`config.mk`:
```
export PLATFORM = sky130hd
export DESIGN_NAME = nct_charge_seq
export DESIGN_NICKNAME = d
export VERILOG_FILES = /design/src/nct_pkg.sv /design/src/nct_tick_gen.sv /design/src/nct_rate_detect.sv /design/src/nct_charge_seq.sv
export VERILOG_INCLUDE_DIRS = /design/src
export SDC_FILE = /design/constraint.sdc
export NUM_CORES = 1
export LEC_CHECK = 0
export BUFFER_PORTS_ARGS = -buffer_cell sky130_fd_sc_hd__buf_2
export CAP_MARGIN = 20
export CORE_MARGIN = 2
export CORE_UTILIZATION = 55
export DETAILED_ROUTE_END_ITERATION = 10
export HOLD_SLACK_MARGIN = 0.15
export PLACE_DENSITY_LB_ADDON = 0.1
export SLEW_MARGIN = 15
export SYNTH_ARGS = -nofsm -noshare
export SYNTH_HDL_FRONTEND = slang
export SYNTH_SLANG_ARGS = --single-unit
```
`constraint.sdc`:
```
create_clock -name clk -period 12.2 [get_ports clk]
set_input_delay 0.61 -clock clk [delete_from_list [all_inputs] [get_ports clk]]
set_output_delay 0.61 -clock clk [all_outputs]
set_load 0.01 [all_outputs]
```
`src/nct_cfg.svh`:
```
// Constants for the charge-phase sequencer: offsets, fields, resets and timing counts
`ifndef NCT_CFG_SVH
`define NCT_CFG_SVH

// ==========================================================================
// Time base
`define NCT_CLK_HZ          20000000
`define NCT_TICK_MS         125
`define NCT_TICK_CYCLES     (`NCT_TICK_MS * (`NCT_CLK_HZ / 1000))
`define NCT_TICKS_PER_MIN   (60000 / `NCT_TICK_MS)
`define NCT_PRECHARGE_MIN   30
`define NCT_PRECHARGE_TICKS (`NCT_PRECHARGE_MIN * `NCT_TICKS_PER_MIN)
`define NCT_BLANK_DECIMIN   43
`define NCT_BLANK_TICKS     ((`NCT_BLANK_DECIMIN * `NCT_TICKS_PER_MIN) / 10)
`define NCT_DECIMIN_PER_KOHM 15
`define NCT_TICKS_PER_KOHM  ((`NCT_DECIMIN_PER_KOHM * `NCT_TICKS_PER_MIN) / 10)

// ==========================================================================
// Temperature-rate step: thermistor codes per minute for 0.5 C rise
`define NCT_TERM_CODES      10'h005

// ==========================================================================
// Register map
`define NCT_CTRL_OFFS       12'h000
`define NCT_STATUS_OFFS     12'h004
`define NCT_TIMER_OFFS      12'h008
`define NCT_KOHM_RESET      8'h2F
`define NCT_CTRL_KOHM_LSB   0
`define NCT_CTRL_QUARTER    8
`define NCT_STAT_DRIVE      8
`define NCT_STAT_IND        9
`define NCT_STAT_RATE       10
`define NCT_STAT_ARMED      11

`endif

```
`src/nct_pkg.sv`:
```
// Types shared by the charge-phase sequencer files
package nct_pkg;

  // ==========================================================================
  // Charge phases, one-hot
  typedef enum logic [5:0] {
    NCT_IDLE      = 6'b00_0001,
    NCT_PRECHARGE = 6'b00_0010,
    NCT_FAST      = 6'b00_0100,
    NCT_TOPOFF    = 6'b00_1000,
    NCT_DONE      = 6'b01_0000,
    NCT_FAULT     = 6'b10_0000
  } nct_state_e;

  // ==========================================================================
  // Synchronised comparator and threshold results from the analog front end
  typedef struct packed {
    logic sense_at_low;        // Sense voltage crossed the low threshold
    logic sense_at_high;       // Sense voltage crossed the high threshold
    logic below_cold_limit;    // Thermistor below cold_limit_threshold
    logic above_warm_limit;    // Thermistor above warm_limit_threshold
    logic at_overheat_stop;    // Thermistor at overheat_stop_threshold
    logic cell_above_low;      // Cell above low_cell_threshold
    logic pack_open;           // Cell pack removed
    logic timer_pin_float;     // timer_resistor_pin left floating
    logic mode_comparator;     // Mode input tied to the bias reference
  } nct_sense_s;

  typedef logic [17:0] nct_timer_t;

endpackage : nct_pkg

```
`src/nct_tick_gen.sv`:
```
// Prescaler: base tick, minute enable and indicator blink phases
`timescale 1ns/1ps
`include "nct_cfg.svh"

module nct_tick_gen #(
  parameter int unsigned TICK_CYCLES = `NCT_TICK_CYCLES
) (
  // Clock and reset
  input  wire logic clk,
  input  wire logic reset_n,
  // Enables and blink phases
  output logic      tick_en,
  output logic      minute_en,
  output logic      blink_fast,
  output logic      blink_slow
);
  import nct_pkg::*;

  logic [21:0] div_reg, div_next;
  logic [8:0]  min_reg, min_next;
  logic [2:0]  blk_reg, blk_next;

  // ==========================================================================
  // Dividers
  always_comb begin
    tick_en   = (div_reg == 22'(TICK_CYCLES - 1));
    minute_en = tick_en && (min_reg == 9'(`NCT_TICKS_PER_MIN - 1));
    div_next  = tick_en ? 22'h00_0000 : div_reg + 22'h00_0001;
    min_next  = min_reg;
    blk_next  = blk_reg;
    if (tick_en) begin
      min_next = minute_en ? 9'h000 : min_reg + 9'h001;
      blk_next = blk_reg + 3'h1;
    end
  end

  always_ff @(posedge clk) begin
    if (!reset_n) begin
      div_reg <= 22'h00_0000;
      min_reg <= 9'h000;
      blk_reg <= 3'h0;
    end else begin
      div_reg <= div_next;
      min_reg <= min_next;
      blk_reg <= blk_next;
    end
  end

  // 125 ms per half period gives 4 Hz, four ticks per half gives 1 Hz
  assign blink_fast = blk_reg[0];
  assign blink_slow = blk_reg[2];

endmodule : nct_tick_gen

```
`src/nct_rate_detect.sv`:
```
// Temperature-rate detector on the digitised thermistor voltage
`timescale 1ns/1ps
`include "nct_cfg.svh"

module nct_rate_detect (
  // Clock and reset
  input  wire logic       clk,
  input  wire logic       reset_n,
  // Control
  input  wire logic       arm,
  input  wire logic       minute_en,
  input  wire logic [9:0] thm_code,
  // Result
  output logic            trip
);
  import nct_pkg::*;

  logic [9:0] ref_reg, ref_next;
  logic       valid_reg, valid_next;
  logic       trip_reg, trip_next;
  logic [9:0] drop;

  // ==========================================================================
  // Minute-to-minute comparison; NTC voltage falls as the cell warms
  always_comb begin
    drop       = ref_reg - thm_code;
    ref_next   = ref_reg;
    valid_next = valid_reg;
    trip_next  = trip_reg;
    if (!arm) begin
      valid_next = 1'b0;
      trip_next  = 1'b0;
    end else if (minute_en) begin
      ref_next   = thm_code;
      valid_next = 1'b1;
      if (valid_reg && (ref_reg > thm_code) && (drop > `NCT_TERM_CODES)) begin
        trip_next = 1'b1;
      end
    end
  end

  always_ff @(posedge clk) begin
    if (!reset_n) begin
      ref_reg   <= 10'h000;
      valid_reg <= 1'b0;
      trip_reg  <= 1'b0;
    end else begin
      ref_reg   <= ref_next;
      valid_reg <= valid_next;
      trip_reg  <= trip_next;
    end
  end

  assign trip = trip_reg;

endmodule : nct_rate_detect

```
`src/nct_charge_seq.sv`:
```
// Charge-phase sequencer with phase timers, thermal limits and APB registers
// ==========================================================================
// Summary of operation
// - Comparator mode: drive on at low sense threshold, off at high threshold.
// - Averages near -0.107 V fast, -0.029 V top-off; reference select per phase.
// - Mode input tied to bias reference selects comparator regulation, else linear.
// - Precharge limited to 30 minutes from the tick; overrun faults.
// - Fast-charge ends on temperature rate; safety timeout is the backup.
// - Safety timeout in fast-charge clears the timer and enters top-off.
// - Top-off limit is half the fast limit, or a quarter for the variant.
// - Timer expiry in top-off enters done.
// - Fast limit is 1.5 minutes per kilohm, 0.5 to 6 hours; the 8-bit kilohm field allows 0 to 382.5 minutes.
// - Charging starts only with thermistor inside the cold and warm limits.
// - Overheat stop threshold during precharge halts it and faults.
// - Overheat stop threshold during fast-charge or top-off enters done.
// - Temperature-rate trip in fast-charge moves to top-off.
// - Floating timer resistor pin suspends and resets the state machine.
// - Rate trip declared above 0.5 C per minute rise.
// - Rate trip ignored for 4.3 minutes after fast-charge begins.
// - Indicator pulses low 1 Hz charging, 4 Hz fault, else released.
// - Precharge faults if cell not above 1.0 V by timeout; fault releases drive.
//
// Design decisions made here: the register offsets and the APB slave port.
`timescale 1ns/1ps
`include "nct_cfg.svh"

module nct_charge_seq #(
  parameter int unsigned TICK_CYCLES = `NCT_TICK_CYCLES
) (
  // Clock and reset
  input  wire logic               clk,
  input  wire logic               reset_n,
  // APB slave
  input  wire logic               psel,
  input  wire logic               penable,
  input  wire logic               pwrite,
  input  wire logic [11:0]        paddr,
  input  wire logic [31:0]        pwdata,
  output logic      [31:0]        prdata,
  output logic                    pready,
  output logic                    pslverr,
  // Analog front end
  input  wire nct_pkg::nct_sense_s sense_in,
  input  wire logic [9:0]         thm_code,
  output logic                    ref_topoff,
  // Open-drain charge drive
  output logic                    charge_drive_out,
  output logic                    charge_drive_oe,
  // Open-drain status indicator
  output logic                    status_indicator_out,
  output logic                    status_indicator_oe
);
  import nct_pkg::*;

  // ==========================================================================
  // Declarations
  nct_state_e state_reg, state_next;
  nct_timer_t timer_reg, timer_next;
  logic       drive_on_reg, drive_on_next;
  logic       drive_oe_reg, drive_oe_next;
  logic       ind_oe_reg, ind_oe_next;
  logic       ref_to_reg, ref_to_next;
  logic [7:0] kohm_reg, kohm_next;
  logic       quarter_reg, quarter_next;
  logic [31:0] prdata_reg, prdata_next;
  logic       tick_en;
  logic       minute_en;
  logic       blink_fast;
  logic       blink_slow;
  logic       rate_trip;
  logic       rate_arm;
  logic       expired;
  logic       charging;
  logic       wr_en;
  logic       rd_setup;
  logic       mapped;

  // ==========================================================================
  // Phase limit in ticks for a given phase
  function automatic nct_timer_t phase_limit(input nct_state_e st,
                                             input logic [7:0] kohm,
                                             input logic       quarter);
    nct_timer_t fast_lim;
    fast_lim = 18'(kohm) * 18'(`NCT_TICKS_PER_KOHM);
    unique case (st)
      NCT_PRECHARGE: phase_limit = 18'(`NCT_PRECHARGE_TICKS);
      NCT_FAST:      phase_limit = fast_lim;
      NCT_TOPOFF:    phase_limit = quarter ? (fast_lim >> 2) : (fast_lim >> 1);
      default:       phase_limit = 18'h3_FFFF;
    endcase
  endfunction : phase_limit

  // ==========================================================================
  // Time base and rate detector
  nct_tick_gen #(
    .TICK_CYCLES (TICK_CYCLES)
  ) u_tick (
    .clk        (clk),
    .reset_n    (reset_n),
    .tick_en    (tick_en),
    .minute_en  (minute_en),
    .blink_fast (blink_fast),
    .blink_slow (blink_slow)
  );

  // Charge initiation warms the thermistor, so the detector waits out the blank
  assign rate_arm = (state_reg == NCT_FAST) &&
                    (timer_reg >= 18'(`NCT_BLANK_TICKS));

  nct_rate_detect u_rate (
    .clk       (clk),
    .reset_n   (reset_n),
    .arm       (rate_arm),
    .minute_en (minute_en),
    .thm_code  (thm_code),
    .trip      (rate_trip)
  );

  // ==========================================================================
  // Phase sequencer
  assign expired  = tick_en &&
                    ((timer_reg + 18'h0_0001) >= phase_limit(state_reg, kohm_reg, quarter_reg));
  assign charging = (state_reg == NCT_PRECHARGE) || (state_reg == NCT_FAST) ||
                    (state_reg == NCT_TOPOFF);

  always_comb begin
    state_next = state_reg;
    timer_next = (tick_en && charging) ? timer_reg + 18'h0_0001 : timer_reg;
    unique case (state_reg)
      NCT_IDLE: begin
        if (sense_in.below_cold_limit && sense_in.above_warm_limit) begin
          state_next = NCT_PRECHARGE;
        end
      end
      NCT_PRECHARGE: begin
        if (sense_in.at_overheat_stop) begin
          state_next = NCT_FAULT;
        end else if (sense_in.cell_above_low) begin
          state_next = NCT_FAST;
        end else if (expired) begin
          state_next = NCT_FAULT;
        end
      end
      NCT_FAST: begin
        if (sense_in.at_overheat_stop) begin
          state_next = NCT_DONE;
        end else if (rate_trip) begin
          state_next = NCT_TOPOFF;
        end else if (expired) begin
          state_next = NCT_TOPOFF;
        end
      end
      NCT_TOPOFF: begin
        if (sense_in.at_overheat_stop) begin
          state_next = NCT_DONE;
        end else if (expired) begin
          state_next = NCT_DONE;
        end
      end
      NCT_DONE, NCT_FAULT: begin
        if (sense_in.pack_open) begin
          state_next = NCT_IDLE;
        end
      end
      default: state_next = NCT_IDLE;
    endcase
    if (sense_in.timer_pin_float) begin
      state_next = NCT_IDLE;
    end
    if (state_next != state_reg) begin
      timer_next = 18'h0_0000;
    end
  end

  always_ff @(posedge clk) begin
    if (!reset_n) begin
      state_reg <= NCT_IDLE;
      timer_reg <= 18'h0_0000;
    end else begin
      state_reg <= state_next;
      timer_reg <= timer_next;
    end
  end

  // ==========================================================================
  // Charge drive and indicator
  always_comb begin
    drive_on_next = drive_on_reg;
    if (!charging) begin
      drive_on_next = 1'b0;
    end else if (sense_in.sense_at_high) begin
      drive_on_next = 1'b0;
    end else if (sense_in.sense_at_low) begin
      drive_on_next = 1'b1;
    end
    // Linear mode leaves regulation to the amplifier; the pin just sinks while charging
    if (!charging) begin
      drive_oe_next = 1'b0;
    end else if (sense_in.mode_comparator) begin
      drive_oe_next = drive_on_next;
    end else begin
      drive_oe_next = 1'b1;
    end
    ref_to_next = (state_next != NCT_FAST);
    ind_oe_next = (charging && blink_slow) ||
                  ((state_reg == NCT_FAULT) && blink_fast);
  end

  always_ff @(posedge clk) begin
    if (!reset_n) begin
      drive_on_reg <= 1'b0;
      drive_oe_reg <= 1'b0;
      ind_oe_reg   <= 1'b0;
      ref_to_reg   <= 1'b1;
    end else begin
      drive_on_reg <= drive_on_next;
      drive_oe_reg <= drive_oe_next;
      ind_oe_reg   <= ind_oe_next;
      ref_to_reg   <= ref_to_next;
    end
  end

  assign charge_drive_out     = 1'b0;
  assign charge_drive_oe      = drive_oe_reg;
  assign status_indicator_out = 1'b0;
  assign status_indicator_oe  = ind_oe_reg;
  assign ref_topoff           = ref_to_reg;

  // ==========================================================================
  // APB registers: zero wait states, read data captured in the setup cycle
  assign mapped   = (paddr == `NCT_CTRL_OFFS) || (paddr == `NCT_STATUS_OFFS) ||
                    (paddr == `NCT_TIMER_OFFS);
  assign wr_en    = psel && penable && pwrite;
  assign rd_setup = psel && !penable && !pwrite;
  assign pready   = 1'b1;
  assign pslverr  = psel && penable && !mapped;
  assign prdata   = prdata_reg;

  always_comb begin
    kohm_next    = kohm_reg;
    quarter_next = quarter_reg;
    prdata_next  = prdata_reg;
    if (wr_en && (paddr == `NCT_CTRL_OFFS)) begin
      kohm_next    = pwdata[`NCT_CTRL_KOHM_LSB +: 8];
      quarter_next = pwdata[`NCT_CTRL_QUARTER];
    end
    if (rd_setup) begin
      prdata_next = 32'h0000_0000;
      if (paddr == `NCT_CTRL_OFFS) begin
        prdata_next[`NCT_CTRL_KOHM_LSB +: 8] = kohm_reg;
        prdata_next[`NCT_CTRL_QUARTER]       = quarter_reg;
      end else if (paddr == `NCT_STATUS_OFFS) begin
        prdata_next[5:0]             = state_reg;
        prdata_next[`NCT_STAT_DRIVE] = drive_oe_reg;
        prdata_next[`NCT_STAT_IND]   = ind_oe_reg;
        prdata_next[`NCT_STAT_RATE]  = rate_trip;
        prdata_next[`NCT_STAT_ARMED] = rate_arm;
      end else if (paddr == `NCT_TIMER_OFFS) begin
        prdata_next[17:0] = timer_reg;
      end
    end
  end

  always_ff @(posedge clk) begin
    if (!reset_n) begin
      kohm_reg    <= `NCT_KOHM_RESET;
      quarter_reg <= 1'b0;
      prdata_reg  <= 32'h0000_0000;
    end else begin
      kohm_reg    <= kohm_next;
      quarter_reg <= quarter_next;
      prdata_reg  <= prdata_next;
    end
  end

endmodule : nct_charge_seq

```
# Word level (Yosys, flattened, before mapping)
# Index checks and enable logic that the tools add are counted.
[word_totals] n_memories=0 elab_cells=95 in_bits=68 ramBits=0 register_bits=101 mem_bits_ro=0 latch_bits=0
[op_classes] magnitude_cmp=4 addsub=5 n_mul=1 n_reduce_logical=31 eq_ne=12 n_div=0 bitwise=1 mux=26 shift=0
[ops] op="two-way mux 6 bit" count=13
[ops] op="one-hot mux 18 bit (3 select lines)" count=1
[ops] op="one-hot mux 6 bit (5 select lines)" count=1
[ops] op="two-way mux 9 bit" count=3
[ops] op="adder 22 x 1 -> 22 bit, second input constant" count=1
[ops] op="== test 22 bit, second input constant" count=1
[ops] op="adder 18 x 1 -> 18 bit, second input constant" count=1
[ops] op="greater-or-equal comparator 18 x 12 -> 1 bit, second input constant" count=1
[ops] op="greater-or-equal comparator 18 bit" count=1
[ops] op="two-way mux 18 bit" count=1
[ops] op="two-way mux 17 bit" count=1
[ops] op="logical AND 1 bit" count=15
[ops] op="multiplier 8 x 6 -> 14 bit, second input constant" count=1
[ops] op="== test 12 x 3 -> 1 bit, second input constant" count=1
[ops] op="== test 12 x 4 -> 1 bit, second input constant" count=1
[ops] op="zero test 12 bit" count=1
[ops] op="> comparator 10 bit" count=1
[ops] op="> comparator 10 x 3 -> 1 bit, second input constant" count=1
[ops] op="subtractor 10 bit" count=1
[ops] op="adder 9 x 1 -> 9 bit, second input constant" count=1
[ops] op="== test 9 bit, second input constant" count=1
[ops] op="AND reduction 2 bit" count=4
[ops] op="== test 6 x 1 -> 1 bit, second input constant" count=1
[ops] op="== test 6 x 2 -> 1 bit, second input constant" count=1
[ops] op="other kinds (14)" count=25

# Logic depth before layout (Yosys ltp)
# Gate-level depths: netlist of the first run.
[logic_depth] depth_word=12 depth_mapped=25

# Hierarchy
# A second synthesis of the first run with hierarchy kept.
[unflattened] hier_cells=955 hier_area_um2=7652.3
[by_module_without_submodules] mod="nct_charge_seq" instances=1 cells_each=622 area_per_inst_um2=4943.5 seq_area_each_um2=1101.1
[by_module_without_submodules] mod="nct_tick_gen" instances=1 cells_each=203 area_per_inst_um2=1711.6 seq_area_each_um2=680.7
[by_module_without_submodules] mod="nct_rate_detect" instances=1 cells_each=130 area_per_inst_um2=997.2 seq_area_each_um2=240.2

# Worst setup path before layout of the first run
# No wires, ideal clock.
[synth_path] kind="register to register" from="register kohm_reg[2]" to="register timer_reg[15]" setup_ns=0.064 required_time_ns=12.136 path_slack_ns=6.506 path_stages_with_launch=25 arrival_time_ns=5.630 path_cell_list="dfxtp_1 -> ha_1 -> ha_1 -> inv_1 -> fa_1 -> inv_1 -> ha_1 -> fa_1 -> a21o_1 -> a21oi_1 -> o21ai_0 -> o41ai_1 -> xnor2_1 -> a221o_1 -> a21oi_1 -> ha_1 -> a211oi_1 -> nor2_1 -> a211o_1 -> a211oi_1 -> nor2_1 -> a221oi_1 -> nand3_1 -> buf_2 -> nor2_1"
[synth_via] elab_chain_cells=12 word_cells_on_any_way=17
[synth_lines] element="from (decl)" line="nct_charge_seq.sv:63" text="logic [7:0] kohm_reg, kohm_next;"
[synth_lines] element="from (signal assigned)" line="nct_charge_seq.sv:266" text="kohm_reg <= `NCT_KOHM_RESET;"
[synth_lines] element="from (signal assigned)" line="nct_charge_seq.sv:270" text="kohm_reg <= kohm_next;"
[synth_lines] element="multiplier 8 x 6 -> 14 bit (*)" line="nct_charge_seq.sv:84" text="fast_lim = 18'(kohm) * 18'(`NCT_TICKS_PER_KOHM);"
[synth_lines] element="two-way mux 17 bit" line="nct_charge_seq.sv:88" text="NCT_TOPOFF: phase_limit = quarter ? (fast_lim >> 2) : (fast_lim >> 1);"
[synth_lines] element="one-hot mux 18 bit (3 select lines) (*)" line="nct_charge_seq.sv:85" text="unique case (st)"
[synth_lines] element="greater-or-equal comparator 18 bit (*)" line="nct_charge_seq.sv:122" text="((timer_reg + 18'h0_0001) >= phase_limit(state_reg, kohm_reg, quarter_reg));"
[synth_lines] element="logical AND 1 bit (*)" line="nct_charge_seq.sv:121" text="assign expired = tick_en &&"
[synth_lines] element="two-way mux 6 bit, on equally long branches" line="nct_charge_seq.sv:149, nct_charge_seq.sv:140"
[synth_lines] element="two-way mux 6 bit, on equally long branches" line="nct_charge_seq.sv:147, nct_charge_seq.sv:138"
[synth_lines] element="two-way mux 6 bit, on equally long branches" line="nct_charge_seq.sv:145, nct_charge_seq.sv:136"
[synth_lines] element="one-hot mux 6 bit (5 select lines) (*)" line="nct_charge_seq.sv:129" text="unique case (state_reg)"
[synth_lines] element="two-way mux 6 bit (*)" line="nct_charge_seq.sv:167" text="if (sense_in.timer_pin_float) begin"
[synth_lines] element="inequality test 6 bit (*)" line="nct_charge_seq.sv:170" text="if (state_next != state_reg) begin"
[synth_lines] element="OR reduction 2 bit (no source line) (*)"
[synth_lines] element="to (signal assigned)" line="nct_charge_seq.sv:181" text="timer_reg <= timer_next;"
[synth_lines] element="to (decl)" line="nct_charge_seq.sv:58" text="nct_timer_t timer_reg, timer_next;"
# Mark *: on every way between the ends. The rest lies on a longest branch, timed or not.
# A chain may end at the register's enable or synchronous reset.

# Worst setup path in the final report of the first run
[layout_path] from="register kohm_reg[0]" to="register timer_reg[1]"
# Same word-level chain as after synthesis.

==> reports/metrics.yaml, run 1 <==
layout.nets: 1039
async_flop_share_pct: 0
cts.sinks: 101
skew_ns: 0.007865
hold_class: "in2reg"
worst_ep_required_time_ns: 12.46
final_layout_size_suffix_gt1_share_pct: 10.69
clk_pin_slew_ns: 0.07
max_cap_violations: 0
crit_path_cell_trace: "ha_1 > ha_1 > inv_1 > fa_1 > inv_1 > fa_1 > a21o_1 > a21oi_1 > o21ai_0 > o41ai_1 > xnor2_1 > a221o_1 > a21oi_1 > ha_1 > a211oi_1 > nor2_1 > a211o_1 > a211oi_1 > nor2_1 > a221oi_1 > nand3_1 > a21oi_1"
ant_nets: 0
period_minus_slack_ns: 6.832
synth_top_area_share_pct: 28.58
cts-buffers-inserted: 9
synthesis.area_um2: 7076
ys_ff_latch: 101
synth_area_leaders: "dfxtp_1 (29%), ha_1 (10%), xor2_1 (5.6%)"
dp_hpwl_um: 12130
yosysWarnings: 0
finalNonFillerCells: 1079
die_width_um: 117.4
avgViaCountPerCell: 5.571
fmax_mhz: 146.4
core_um2: 12570
firstDrtPassIters: 7
fin_ws_ns: 5.368
max-slew-margin-rel_pct: 38.29
synth_cell_types: 67
crit_path_end_kind: "flop"
ctsResizeCount: 0
drc: 0
ir_drop_uv: 66.47
grt_setup_unrepaired: "false"
min_from: "sense_in[7]"
worstMarginPinSlew_ns: 0.9222
postSynthCellCount: 863
grt_pass1_wl_um: 26490
largest_register_ffs: 22
antenna_found_initial: 0
ys_dominant_reg_cell: "dfxtp_1"
syn_to_final_growth_pct: 9.195
synth_edf_count: 0
cellPowerDensity_nw_per_um2: 86.73
power_mw: 0.6701
finalSetupViolations: 0
synthMostInstantiatedCell: "dfxtp_1"
grt_max_degree: 60
grt.overflow.total: 0
slew_viol_final: 0
top_level_ports: 107
dieHeight_um: 117.4
hold_buffers: 0
startpoint_type: "flop"
critPathMaxStageDelay_ns: 0.57
finish.instance_area_um2: 7726
die-area_um2: 13790
io_buffers: 66
setup-tns-final_ns: 0
crit_fanout: 18
rows: 41
cp_data_arrival_time_ns: 7.09
groute.usage.overall_pct: 22.97
initial_core_util_pct: 56.30
cp_slowest_cell: "nand3_1"
gp_congestion: 0.9539
clkLatencyLatePin_ns: 0.35
worst-path-buf-inv: 2
crit_family: "compound AO/OA/AOI/OAI gates"
drt-total-wl_um: 15750
period_share_pct: 56.00
tritoncts: "done"
diodes: 0
detail_route.iter0.violations: 491
postSynthAreaPerCell_um2: 8.199
grt_pass1_vias: 5713
critPathKind: "reg2reg"
finalHoldViolCount: 0
synth_common_cells: "dfxtp_1 (101), nor2_1 (91), nand2_1 (63), ha_1 (59), inv_1 (56)"
postPlaceCellArea_um2: 7416
regToRegStartpoint: "kohm_reg[0]$_SDFFE_PN1P_"
crit_path_start: "kohm_reg[0]$_SDFFE_PN1P_"
via_count: 6011
yosysSeqAreaShare_pct: 28.58
htree_levels: 3
cts.path.max_buffers: 2
clockRootBuffer: "clkbuf_16"
yosysTopAreaCell: "dfxtp_1"
place_ws_ns: 5.433
status: "finished, final reports clean"
dp.cells: 1063
cts_setup_buffers: 0
wl_per_cell_um: 14.59
p_leak_nw: 3.294
kinds of logic after synthesis:
| kind of cell | share of synthesized area (%) |
|---|---|
| and+or+nand+nor | 23.50 |
| xor gates and xnor gates | 8.789 |
| buffers and inverters | 6.967 |
| other | 0.1061 |
| DFF | 28.58 |
| adders and majority gates | 13.26 |
| AOI/OAI and AO/OA | 13.67 |
| muxes | 5.128 |
layout by cell type, fill, tap and decap left out, drive strengths merged, types with 4 or more instances in the layout:
cell type  netlist  routed
dfxtp          101     101
nor2            93      93
buf             28      68
nand2           63      63
ha              59      59
inv             56      57
a21oi           53      53
xor2            45      45
nor2b           41      41
mux2i           34      34
nand3           26      26
xnor2           26      26
o21ai           21      21
nor3            20      20
conb             2      17
and2            14      14
and3            14      14
nor4            14      14
nand4           12      12
fa              10      10
clkbuf          27      10
a22oi            9       9
a221oi           8       8
a21o             6       6
a211oi           6       6
or3              5       5
a21boi           5       5
o41ai            5       5
o22ai            4       4
nand2b           4       4
o21a             4       4
stage by stage:
stage	utilization [%]	hold slack, ns
6_report	61.47	0.4240
5_1_grt	61.47	0.4184
4_1_cts	61.47	0.4175
3_5_place_dp	59.00	0.4429
3_3_place_gp	59.00	0.4339
2_1_floorplan	-	0.4196
final timing paths:
kind	end	slack, ns	cells after the start
min	drive_on_reg$_SDFF_PN0_	0.42	2
min reg2reg	u_rate.valid_reg$_SDFFE_PN0P_	0.45	2
max	timer_reg[1]$_SDFFE_PP0P_	5.37	22
max reg2reg	timer_reg[1]$_SDFFE_PP0P_	5.37	22
power breakdown:
part	internal [mW]	leakage [nW]	switching, mW	total, mW
registers	0.331	0.814	0.00156	0.332
clock network	0.166	0.145	0.130	0.296
logic	0.0163	2.34	0.0260	0.0423
area by class of cell:
type | instances | area, um2
timing repair buffer | 68 | 345.3
tap | 172 | 215.2
clock inverter | 6 | 71.32
fill | 1143 | 4842
clock buffer | 10 | 239.0
sequential | 101 | 2022
multi-input combinational | 666 | 4623
inverter | 56 | 210.2
per-layer routing:
metal  GRT usage [%]  routed length (um)  vias up
li1                -                   -     3025
met1           31.55                7539     2783
met4           6.175                 189        0
met5               0                   0        -
met2           37.32                7087      186
met3           4.086                 929       17
Power figures use the tool's default switching activity.
==> inputs of run 2 (changes only) <==
==> constraint.sdc (replaced) <==
create_clock -name clk -period 6.4 [get_ports clk]
set_input_delay 0.32 -clock clk [delete_from_list [all_inputs] [get_ports clk]]
set_output_delay 0.32 -clock clk [all_outputs]
set_load 0.01 [all_outputs]
==> run 2 against run 1 <==
Net effect:
- utilization increased by 0.37 points
- sequential share of layout area decreased by 0.14 points
- clock power increased by 88%
- highest routed layer unchanged
==> reports/metrics.yaml, run 2 (synthesized netlist as in run 1, its figures left out) <==
grt_max_degree: 60  # unchanged
finalHoldViolCount: 0  # unchanged
dieHeight_um: 117.4  # unchanged
grt.overflow.total: 0  # unchanged
largest_register_ffs: 22  # unchanged
cts.path.max_buffers: 2  # unchanged
syn_to_final_growth_pct: 9.850
via_count: 6096  # +1.4%
cts_setup_buffers: 0  # unchanged
fmax_mhz: 166.4  # +14%
drt-total-wl_um: 15790  # +0.28%
internal_power_mw: 0.9772  # +91%
wl_per_cell_um: 14.55  # -0.28%
crit_fanout: 18  # unchanged
htree_levels: 3  # unchanged
finalSetupViolations: 0  # unchanged
crit_top_cell: "ha_1"
avgViaCountPerCell: 5.618  # +0.85%
finish.instance_area_um2: 7772  # +0.60%
detail_route.iter0.violations: 509  # +3.7%
cts-buffers-inserted: 9  # unchanged
switching_power_mw: 0.2935  # +87%
worstMarginPinSlew_ns: 0.9506  # +0.02845 ns
clockRootBuffer: "clkbuf_16"
fill_cells: 1100  # -3.8%
hold_ws_ns: 0.1824  # -0.2416 ns
hold_class: "in2reg"
skew_ns: 0.006126  # -0.001739 ns
critPathMaxStageDelay_ns: 0.49  # -0.08 ns
p_clk_share_pct: 43.7  # -0.4 points
clk_pin_slew_ns: 0.07  # about the same
diodes: 0  # unchanged
groute.usage.overall_pct: 23.14  # +0.16 points
final_common_cell: "dfxtp_1"
layout_common_cells: "dfxtp_1 (100), nor2_1 (91), buf_2 (66), nand2_1 (63), ha_1 (59)"
max_cap_violations: 0  # unchanged
gp_congestion: 0.8951  # -6.2%
rows: 41  # unchanged
worst-path-buf-inv: 4  # +2
multi_input_area_um2: 4631  # +0.16%
startpoint_type: "flop"
cp_data_arrival_time_ns: 6.30  # -0.79 ns
final_layout_size_suffix_gt1_share_pct: 11.28  # +0.59 points
tritoncts: "done"
firstDrtPassIters: 5  # -2
cellPowerDensity_nw_per_um2: 163.5  # +88%
switching_share_pct: 23.10  # -0.36 points
initial_core_util_pct: 56.30  # unchanged
die_width_um: 117.4  # unchanged
period_share_pct: 93.93  # +38 points
clkLatencyLatePin_ns: 0.36  # about the same
drc: 0  # unchanged
setup-tns-final_ns: 0  # unchanged
worst_ep_required_time_ns: 6.69  # -5.77 ns
cp_slowest_cell: "fa_1"
grt_setup_unrepaired: "false"
grt_pass1_vias: 5666  # -0.82%
core_um2: 12570  # unchanged
crit_family: "compound AO/OA/AOI/OAI gates"
top_level_ports: 107  # unchanged
antenna_found_initial: 0  # unchanged
regArea_um2: 2023  # about the same
cts.sinks: 101  # unchanged
ir_drop_uv: 141.1  # +110%
io_buffers: 66  # unchanged
die-area_um2: 13790  # unchanged
p_leak_nw: 3.327  # +0.98%
max-slew-margin-rel_pct: 36.39  # -1.9 points
critPathKind: "reg2reg"
ant_nets: 0  # unchanged
status: "finished, final reports clean"
postPlaceCellArea_um2: 7453  # +0.51%
share_comb_of_total_power_pct: 6.4  # about the same
crit_path_end_kind: "flop"
dp_hpwl_um: 12100  # -0.21%
period_minus_slack_ns: 6.011  # -0.8207 ns
slew_viol_final: 0  # unchanged
pwr-share-seq_pct: 49.8  # +0.2 points
layout.nets: 1045  # +0.58%
grt_pass1_wl_um: 26670  # +0.68%
## run 2: power by group through the flow
| stage | Clock [mW] | Sequential (mW) | Combinational [mW] |
|---|---|---|---|
| floorplan | 0 | 0.646 | 0.0599 |
| global placement | 0 | 0.647 | 0.0786 |
| detailed placement | 0 | 0.648 | 0.0803 |
| CTS | 0.570 | 0.633 | 0.0810 |
| global route | 0.596 | 0.633 | 0.0908 |
| finish | 0.556 | 0.633 | 0.0818 |
## run 2: layer usage
| metal | part of all wire (%) | vias up | GRT usage, % | wire [um] |
|---|---|---|---|---|
| met4 | 1.2 | 0 | 6.175 | 197 |
| met5 | 0 | - | 0 | 0 |
| met3 | 6.1 | 13 | 4.426 | 958 |
| met2 | 46 | 175 | 37.72 | 7204 |
| li1 | - | 3048 | - | - |
| met1 | 47 | 2860 | 31.48 | 7429 |
## run 2: worst reg2reg max path: cells and delay by family, from the launching register on
| kind | cells | cell delay, ns |
|---|---|---|
| DFF | 1 | 0.42 |
| and+or+nand+nor | 3 | 0.27 |
| AOI/OAI and AO/OA | 11 | 2.63 |
| xor gates and xnor gates | 1 | 0.16 |
| buffers and inverters | 4 | 0.50 |
| adders and majority gates | 6 | 1.97 |
## run 2: final cells by class
class	count	share of cell area, %
clock buffer	11	3.123
clock inverter	5	0.7405
inverter	56	2.704
multi-input combinational	666	59.58
sequential	101	26.03
tap	172	2.769
timing repair buffer	74	5.055
## run 2: stage by stage
stage	utilization (%)	power, mW	setup WS [ns]	instances
after floorplan	-	0.7062	0.7062	878
after global placement	59.30	0.7261	0.4768	1068
after detailed placement	59.30	0.7279	0.3595	1068
after CTS	61.77	1.284	0.3096	1085
after global routing	61.84	1.320	0.03751	1085
final	61.84	1.271	0.3886	1085
## run 2: worst paths after layout
check / from / endpoint / slack (ns) / cells past startpoint
min reg2reg: u_rate.valid_reg$_SDFFE_PN0P_ / u_rate.valid_reg$_SDFFE_PN0P_ / 0.45 / 2
max reg2reg: kohm_reg[4]$_SDFFE_PN0P_ / timer_reg[1]$_SDFFE_PP0P_ / 0.39 / 25
min: pwdata[0] / kohm_reg[0]$_SDFFE_PN1P_ / 0.18 / 3
max: kohm_reg[4]$_SDFFE_PN0P_ / timer_reg[1]$_SDFFE_PP0P_ / 0.39 / 25
## run 2: repair_timing
item | CTS | global route
setup endpoints to repair | 0 | 18
endpoints found under the hold margin | 1 | 0
hold buffers | 1 | 0
gates resized for setup | 0 | 2
